[config.mk]
export PLATFORM = sky130hd
export DESIGN_NAME = eamc_core
export DESIGN_NICKNAME = d
export VERILOG_FILES = /design/src/logic/eamc_pkg.sv /design/src/logic/eamc_accum.sv /design/src/logic/eamc_core.sv
export SDC_FILE = /design/constraint.sdc
export NUM_CORES = 2
export LEC_CHECK = 0
export BUFFER_PORTS_ARGS = -buffer_cell sky130_fd_sc_hd__buf_2
export CAP_MARGIN = 25
export CORE_ASPECT_RATIO = 1.75
export CORE_UTILIZATION = 45
export CTS_BUF_LIST = sky130_fd_sc_hd__clkbuf_16
export DETAILED_ROUTE_END_ITERATION = 8
export SETUP_SLACK_MARGIN = 0.02
export SLEW_MARGIN = 20
export SYNTH_ARGS = -nofsm -noshare
export SYNTH_HDL_FRONTEND = slang
export SYNTH_SLANG_ARGS = --single-unit
[constraint.sdc]
create_clock -name clk_sys -period 6.2 [get_ports clk_sys]
set_input_delay 0 -clock clk_sys [delete_from_list [all_inputs] [get_ports clk_sys]]
set_output_delay 0 -clock clk_sys [all_outputs]
set_load 0.02 [all_outputs]
[src/logic/eamc_pkg.sv]
// Constants shared by the energy accumulation mode control block.
// Assumes a 16-bit register address space and 32-bit register data.
package eamc_pkg;
  localparam int ADDR_W = 16;
  localparam int DATA_W = 32;
  localparam int CFG_W = 8;
  localparam int NUM_PHASE = 3;
  localparam int NUM_KIND = 5;
  localparam int NUM_CH = NUM_PHASE * NUM_KIND;
  localparam int LC_CNT_W = 16;
  // Register addresses.
  localparam logic [ADDR_W-1:0] ADDR_LINE_CYCLE_MODE_CONFIG = 16'hE702;
  localparam logic [ADDR_W-1:0] ADDR_LINE_CYCLE_COUNT = 16'hE7F0;
  localparam logic [ADDR_W-1:0] ADDR_ACC_BASE = 16'hE400;
  // Field positions of the configuration register.
  localparam int BIT_ACTIVE_LC = 0;
  localparam int BIT_REACTIVE_LC = 1;
  localparam int BIT_APPARENT_LC = 2;
  localparam int BIT_ZX_LO = 3;
  localparam int BIT_ZX_HI = 5;
  localparam int BIT_CLEAR_ON_READ = 6;
  localparam int BIT_RESERVED = 7;
  // Reset values and write masks.
  localparam logic [CFG_W-1:0] CFG_RESET = 8'h78;
  localparam logic [CFG_W-1:0] CFG_WRITE_MASK = 8'h7F;
  localparam logic [CFG_W-1:0] CFG_NO_REACTIVE_MASK = 8'h7D;
  localparam logic [LC_CNT_W-1:0] LC_COUNT_RESET = 16'h0064;
  // Accumulator kinds within one phase; channel = phase * NUM_KIND + kind.
  localparam int KIND_ACTIVE = 0;
  localparam int KIND_FUND_ACTIVE = 1;
  localparam int KIND_REACTIVE = 2;
  localparam int KIND_FUND_REACTIVE = 3;
  localparam int KIND_APPARENT = 4;
  localparam logic [DATA_W-1:0] DATA_ZERO = 32'h0000_0000;
endpackage : eamc_pkg

[src/logic/eamc_accum.sv]
// One energy accumulator with regular and line-cycle modes and clear on read.
// Assumes cycle_done is a one-cycle pulse from the shared zero-crossing counter.
`timescale 1ns/1ps
module eamc_accum
  import eamc_pkg::*;
#(
  parameter int PWR_W = 24,
  parameter int ACC_W = 32
) (
  input wire logic clk_sys, // System clock.
  input wire logic rst_n, // Synchronous reset, active low.
  input wire logic sample_valid, // Power sample strobe.
  input wire logic [PWR_W-1:0] sample_in, // Signed power sample.
  input wire logic line_mode, // High selects line-cycle accumulation.
  input wire logic cycle_done, // End of a line-cycle period.
  input wire logic clear_req, // Read with clear of this accumulator.
  output logic [ACC_W-1:0] energy_out // Register content seen by software.
);

  logic [ACC_W-1:0] energy_reg;
  logic [ACC_W-1:0] energy_next;
  logic [ACC_W-1:0] shadow_reg;
  logic [ACC_W-1:0] shadow_next;
  logic [ACC_W-1:0] sample_ext;
  logic [ACC_W-1:0] energy_base;
  logic [ACC_W-1:0] shadow_sum;

  assign sample_ext = sample_valid ? {{(ACC_W-PWR_W){sample_in[PWR_W-1]}}, sample_in} : '0;
  // A clear and a new sample in the same cycle keep the sample.
  assign energy_base = clear_req ? '0 : energy_reg;
  assign shadow_sum = ACC_W'(shadow_reg + sample_ext);
  assign energy_next = !line_mode ? ACC_W'(energy_base + sample_ext) :
                       cycle_done ? shadow_sum : energy_base;
  assign shadow_next = (!line_mode || cycle_done) ? '0 : shadow_sum;
  assign energy_out = energy_reg;

  always_ff @(posedge clk_sys) begin
    if (!rst_n) begin
      energy_reg <= '0;
      shadow_reg <= '0;
    end else begin
      energy_reg <= energy_next;
      shadow_reg <= shadow_next;
    end
  end
endmodule : eamc_accum

[src/logic/eamc_core.sv]
// Overview of operation
// Bit 0 puts all active and fundamental active accumulators in line-cycle mode; resets 0.
// Bit 1 puts the three reactive accumulators in line-cycle mode; resets 0.
// Without reactive measurement, bit 1 stays fixed at 0.
// Bit 2 puts the three apparent accumulators in line-cycle mode; resets 0.
// Bits 3 to 5 select phases A, B, C as zero-crossing sources; reset 1.
// Crossings of every selected phase are counted, shortening the period.
// With bit 6 set (reset value) reading an energy accumulator clears it.
// With bit 6 clear, reading an accumulator leaves it unchanged.
// Software clears bit 6 before using line-cycle mode.
// Bit 7 is reserved, has no effect and resets to 0.
// Line-cycle accumulators load their result every programmed count of crossings.
//
// Energy accumulator bank with its line-cycle mode configuration register.
// Assumes synchronous power samples, zero-crossing pulses and a single-cycle register port.
`timescale 1ns/1ps
module eamc_core
  import eamc_pkg::*;
#(
  parameter int PWR_W = 24,
  parameter bit HAS_REACTIVE = 1'b1
) (
  input wire logic clk_sys, // System clock, 40 MHz.
  input wire logic rst_n, // Synchronous reset, active low.
  input wire logic [ADDR_W-1:0] reg_addr, // Register address.
  input wire logic [DATA_W-1:0] reg_wdata, // Register write data.
  input wire logic reg_wr, // Write strobe.
  input wire logic reg_rd, // Read strobe.
  output logic [DATA_W-1:0] reg_rdata, // Read data, valid the cycle after reg_rd.
  input wire logic sample_valid, // Power samples valid.
  input wire logic [NUM_CH*PWR_W-1:0] power_in, // Power per channel, phase-major.
  input wire logic [NUM_PHASE-1:0] zero_cross_in, // Zero-crossing pulses of phases A, B, C.
  output logic line_cycle_done // End of a line-cycle period.
);

  ////////////////////////////////////////////////////////////////////////////////
  // Helper functions.

  // Returns the line-cycle selection bit that a kind of accumulator follows, or 0 for a kind that follows none.
  function automatic logic kind_line_mode(input int kind, input logic [CFG_W-1:0] cfg);
    logic sel;
    sel = 1'b0;
    case (kind)
      KIND_ACTIVE: sel = cfg[BIT_ACTIVE_LC];
      KIND_FUND_ACTIVE: sel = cfg[BIT_ACTIVE_LC];
      KIND_REACTIVE: sel = cfg[BIT_REACTIVE_LC];
      KIND_APPARENT: sel = cfg[BIT_APPARENT_LC];
      default: sel = 1'b0;
    endcase
    return sel;
  endfunction : kind_line_mode

  // Counts the crossings seen in one cycle.
  function automatic logic [1:0] crossings(input logic [NUM_PHASE-1:0] zx);
    logic [1:0] n;
    n = '0;
    for (int i = 0; i < NUM_PHASE; i++) begin
      n = 2'(n + zx[i]);
    end
    return n;
  endfunction : crossings

  ////////////////////////////////////////////////////////////////////////////////
  // Register port decode.

  logic [CFG_W-1:0] line_cycle_mode_config_reg;
  logic [CFG_W-1:0] line_cycle_mode_config_next;
  logic [LC_CNT_W-1:0] line_cycle_count_reg;
  logic [LC_CNT_W-1:0] line_cycle_count_next;
  logic [DATA_W-1:0] reg_rdata_reg;
  logic [DATA_W-1:0] reg_rdata_next;
  logic cfg_hit;
  logic cnt_hit;
  logic acc_hit;
  logic [ADDR_W-1:0] acc_offset;
  logic [DATA_W-1:0] energy_w [NUM_CH];
  logic [NUM_CH-1:0] clear_w;
  logic [CFG_W-1:0] cfg_mask;
  logic clear_on_read_enable;
  logic [NUM_PHASE-1:0] zero_cross_phase_select;
  logic active_line_cycle_select;
  logic reactive_line_cycle_select;
  logic apparent_line_cycle_select;

  assign cfg_hit = (reg_addr == ADDR_LINE_CYCLE_MODE_CONFIG);
  assign cnt_hit = (reg_addr == ADDR_LINE_CYCLE_COUNT);
  assign acc_offset = ADDR_W'(reg_addr - ADDR_ACC_BASE);
  assign acc_hit = (reg_addr >= ADDR_ACC_BASE) && (acc_offset < ADDR_W'(NUM_CH));

  // The reserved bit is never stored, and the reactive bit is absent without reactive metering.
  assign cfg_mask = HAS_REACTIVE ? CFG_WRITE_MASK : CFG_NO_REACTIVE_MASK;
  assign line_cycle_mode_config_next = (reg_wr && cfg_hit) ?
                                       (reg_wdata[CFG_W-1:0] & cfg_mask) : line_cycle_mode_config_reg;
  assign line_cycle_count_next = (reg_wr && cnt_hit) ? reg_wdata[LC_CNT_W-1:0] : line_cycle_count_reg;

  assign active_line_cycle_select = line_cycle_mode_config_reg[BIT_ACTIVE_LC];
  assign reactive_line_cycle_select = line_cycle_mode_config_reg[BIT_REACTIVE_LC];
  assign apparent_line_cycle_select = line_cycle_mode_config_reg[BIT_APPARENT_LC];
  assign zero_cross_phase_select = line_cycle_mode_config_reg[BIT_ZX_HI:BIT_ZX_LO];
  assign clear_on_read_enable = line_cycle_mode_config_reg[BIT_CLEAR_ON_READ];

  // Read data mux; unmapped addresses read as zero.
  always_comb begin
    reg_rdata_next = DATA_ZERO;
    if (reg_rd) begin
      if (cfg_hit) begin
        reg_rdata_next = DATA_W'(line_cycle_mode_config_reg);
      end else if (cnt_hit) begin
        reg_rdata_next = DATA_W'(line_cycle_count_reg);
      end else if (acc_hit) begin
        reg_rdata_next = energy_w[acc_offset[3:0]];
      end
    end
  end

  always_ff @(posedge clk_sys) begin
    if (!rst_n) begin
      line_cycle_mode_config_reg <= CFG_RESET;
      line_cycle_count_reg <= LC_COUNT_RESET;
      reg_rdata_reg <= DATA_ZERO;
    end else begin
      line_cycle_mode_config_reg <= line_cycle_mode_config_next;
      line_cycle_count_reg <= line_cycle_count_next;
      reg_rdata_reg <= reg_rdata_next;
    end
  end

  assign reg_rdata = reg_rdata_reg;

  ////////////////////////////////////////////////////////////////////////////////
  // Zero-crossing counter for line-cycle periods.

  logic [LC_CNT_W-1:0] zx_count_reg;
  logic [LC_CNT_W-1:0] zx_count_next;
  logic [LC_CNT_W:0] zx_sum;
  logic [1:0] zx_inc;
  logic lc_done;

  assign zx_inc = crossings(zero_cross_in & zero_cross_phase_select);
  assign zx_sum = (LC_CNT_W+1)'(zx_count_reg) + (LC_CNT_W+1)'(zx_inc);
  // A count of zero stops the line-cycle period.
  assign lc_done = (line_cycle_count_reg != '0) &&
                   (zx_sum >= (LC_CNT_W+1)'(line_cycle_count_reg));
  assign zx_count_next = lc_done ? '0 : zx_sum[LC_CNT_W-1:0];
  assign line_cycle_done = lc_done;

  always_ff @(posedge clk_sys) begin
    if (!rst_n) begin
      zx_count_reg <= '0;
    end else begin
      zx_count_reg <= zx_count_next;
    end
  end

  ////////////////////////////////////////////////////////////////////////////////
  // Accumulator channels.

  genvar g;
  generate
    for (g = 0; g < NUM_CH; g++) begin : g_ch
      logic ch_mode;
      assign ch_mode = kind_line_mode(g % NUM_KIND, line_cycle_mode_config_reg);
      assign clear_w[g] = reg_rd && acc_hit && (acc_offset == ADDR_W'(g)) && clear_on_read_enable;
      eamc_accum #(
        .PWR_W(PWR_W),
        .ACC_W(DATA_W)
      ) u_accum (
        .clk_sys(clk_sys),
        .rst_n(rst_n),
        .sample_valid(sample_valid),
        .sample_in(power_in[g*PWR_W +: PWR_W]),
        .line_mode(ch_mode),
        .cycle_done(lc_done),
        .clear_req(clear_w[g]),
        .energy_out(energy_w[g])
      );
    end
  endgenerate

  ////////////////////////////////////////////////////////////////////////////////
  // Assertions.

  localparam int CH_A_ACTIVE = KIND_ACTIVE;
  localparam int CH_A_REACTIVE = KIND_REACTIVE;
  localparam int CH_A_APPARENT = KIND_APPARENT;
endmodule : eamc_core

==> flow_summary_export.csv <==
group,metric,value,unit
timing,fin_hold_ws,0.01931,ns
global_routing,grt_max_degree,124,
yosys,synth_edf_count,0,
critical_path,cp.required,6.20,ns
cells_and_area,ff_latch_area,0.01873,sq mm
critical_path,crit_type,"reg -> out",
cells_and_area,nFillCells,17350,
yosys,synthArstFlopShare,0,
yosys,synth_cell_type_count,102,
placed_design,post-dp-hpwl,242900,microns
routing,post_drt_wl_per_cell,23.77,microns
critical_path,path_cells,"and2_1 > fa_1 > ha_1 > inv_1 > fa_1 > nand2b_1 > nor2_1 > nand2_1 > xnor2_1 > ha_1 > a21o_1 > a21oi_1 > nor2b_1 > o21ai_0 > a21oi_1 > o31ai_4 > inv_6 > buf_4 > buf_2",
die,dieArea,0.1804,sq mm
critical_path,r2r_start,"line_cycle_mode_config_reg[5]",
die,ios,449,
min_path,holdCritPathClass,"in -> reg",
critical_path,rr_endpoint,"g_ch[2].u_accum.energy_out[23]",
cells_and_area,final_common_cell,"nor2_1",
timing,fin_crit,5.669,ns
clock_network,cts_setup_buffers,0,
clock_network,root_buffer,"clkbuf_16",
timing,finalSetupViolations,0,
critical_path,reg2reg_depth,22,
timing,max_freq,176.4,MHz
routing,drt_iter0_markers,5331,
die,start_util,0.4544,
routing,finalWirelength,311500,microns
global_routing,grt_pass1_vias,76620,
global_routing,grt-ovfl-total,0,
clock_network,clkSlewWorstSetupHoldPaths,0.06,ns
timing,maxSlewHeadroom,0.2259,
timing,rsz0062_at_grt,"no",
timing,hold_violations,0,
clock_network,htree_levels,3,
global_routing,grt.met1_usage,0.3426,
critical_path,rrSetupSlack,0.61,ns
cells_and_area,layout_common_cells,"1,078 x nor2_1, 932 x dfxtp_1, 868 x a21oi_1",
cells_and_area,final_layout_size_suffix_gt1_frac,0.08662,
global_routing,antenna_found_initial,28,
min_path,hold_depth,6,
yosys,synthCells,10180,
timing,post-route-period-util,0.9144,
routing,drc,0,
critical_path,cp-end-kind,"output pin",
yosys,ys_seq_area_frac,0.2329,
timing,worstMarginPinSlew,1.157,ns
die,die_h,561.1,microns
placed_design,place_congestion,0.9910,
die,die_x,321.5,microns
critical_path,arrival,5.67,ns
clock_network,numCtsBuffers,103,
min_path,hp-start,"zero_cross_in[0]",
global_routing,grt_usage,0.3352,
global_routing,grt_pass1_wl,459400,microns
cells_and_area,area.growth.synth_to_final,13.27,%
critical_path,critical_path.max_fanout,35,
critical_path,slowest_delay,0.60,ns
cells_and_area,largest_reg_flops,480,
die,core_area,0.1769,sq mm
routing,dr.pass1.iters,6,
power,vdd.ir_drop.worst,0.2340,mV
global_routing,global_route.usage.met3,0.05694,
yosys,synth_ff_type,"dfxtp_1",
run_status,status,"completed",
routing,via_count,78270,
yosys,synth_area,0.08037,sq mm
critical_path,critPathLaunchType,"flip-flop",
placed_design,io_buffers,432,
timing,skew,0.02891,ns
yosys,synth-seq-cells,935,
power,leakage,41.51,nW
global_routing,top_usage_layer,"met2",
run,maxCapViolations,0,
power,p_per_area,222.4,mW/mm^2
global_routing,met2_usage,0.5744,
die,row_count,204,
clock_network,cts_tree,"done",
clock_network,clk_path_buf_depth,3,
clock_network,clk_latency,0.74,ns
routing,ant_nets,0,
timing,tns,0,ns
routing,vias_per_cell,5.973,
min_path,whs_endpoint,"zx_count_reg[0]",
clock_network,cts_num_sinks,935,
timing,final-max-slew-violation-count,0,
yosys,yosys_warnings,0,
cells_and_area,fin_nets,11930,
yosys,synth_nets,11480,
cells_and_area,multiInputGateArea,0.05896,sq mm
critical_path,cpMaxStageDelayCell,"o31ai_4",
yosys,synth.avg_cell_area,7.895,sq um
## repair_timing
| item | in CTS | in global routing |
|---|---|---|
| endpoints found under the hold margin | 355 | 0 |
| hold buffers | 256 | 0 |
| setup endpoints to repair | 0 | 2 |
| resized for setup | 0 | 1 |
## through the flow
step                setup WS [ns]  instance area, sq um  power, mW  std cells    util
global route               0.2646                 91000      21.19      13090  0.5145
global placement           0.4219                 84940      13.32      12640  0.4802
CTS                        0.5633                 90980      20.25      13080  0.5143
finish                     0.5307                 91040      20.25      13110  0.5147
floorplan                   1.586                 80370      11.37      10180       -
detailed placement         0.4820                 84960      13.43      12640  0.4803
## synthesized netlist by cell type, types with 160 or more instances
cell,count,area (sq um)
nand3_1,160,800.8
o21ai_0,548,2743
nor2_1,1082,4061
a21o_1,420,3153
xor2_1,312,2733
nand2_1,772,2898
o211ai_1,199,1494
clkbuf_1,399,1498
ha_1,855,10700
a21oi_1,868,4344
dfxtp_1,935,18720
and2_1,852,5330
inv_1,250,938.4
xnor2_1,435,3810
## critical path: cells and delay by family (launching register included)
kind                     cells  cell delay, ns
AND/OR/NAND/NOR              5            0.82
buffers and inverters        4            0.92
XOR/XNOR                     1            0.22
AO/OA/AOI/OAI                5            1.17
flip-flops                   1            0.32
adder cells (fa/ha/maj)      4            1.43
## cells by family (layout without fill, tap and decap cells)
| group | count (synthesis) | after routing | synth area share |
|---|---|---|---|
| multiplexers | 195 | 195 | 0.04426 |
| AND/OR/NAND/NOR | 3638 | 3638 | 0.2234 |
| buffers and inverters | 725 | 1259 | 0.03447 |
| AO/OA/AOI/OAI | 3056 | 3056 | 0.2433 |
| flip-flops | 935 | 935 | 0.2329 |
| XOR/XNOR | 747 | 747 | 0.08140 |
| other | 0 | 22 | 0 |
| adder cells (fa/ha/maj) | 884 | 884 | 0.1403 |
## per-layer routing
layer,wire (microns),up-vias,share of wire
li1,-,37530,-
met1,109700,37240,0.35
met2,148300,2579,0.48
met3,18960,910,0.061
met4,34490,14,0.11
met5,107,-,0.00034
## final cells by class
type,instances,area share
well taps,2369,0.03256
diodes,22,0.0006047
clock inverters,83,0.008769
inverters,252,0.01053
repair buffers,818,0.06508
flip-flops and latches,935,0.2057
multi-input cells,8520,0.6476
clock buffers,106,0.02914
## worst max path at each step
stage / start / slack (ns) / depth (start not counted) / to
4_1_cts: line_cycle_mode_config_reg[5] / 0.56 / 19 / line_cycle_done
3_5_place_dp: reg_addr[12] / 0.48 / 21 / g_ch[4].u_accum.energy_out[31]
5_1_grt: reg_addr[7] / 0.26 / 19 / g_ch[13].u_accum.energy_out[30]
6_report: line_cycle_mode_config_reg[5] / 0.53 / 19 / line_cycle_done
2_1_floorplan: reg_addr[7] / 1.59 / 19 / g_ch[14].u_accum.energy_out[30]
3_3_place_gp: reg_addr[12] / 0.42 / 21 / g_ch[4].u_accum.energy_out[31]
## where the power goes
part           internal [mW]  total, mW  switching, mW
Combinational           2.76       6.32           3.56
Clock                   3.75       6.63           2.88
Sequential              6.55       7.30          0.750
No activity file was read; power rests on OpenSTA's default activity.
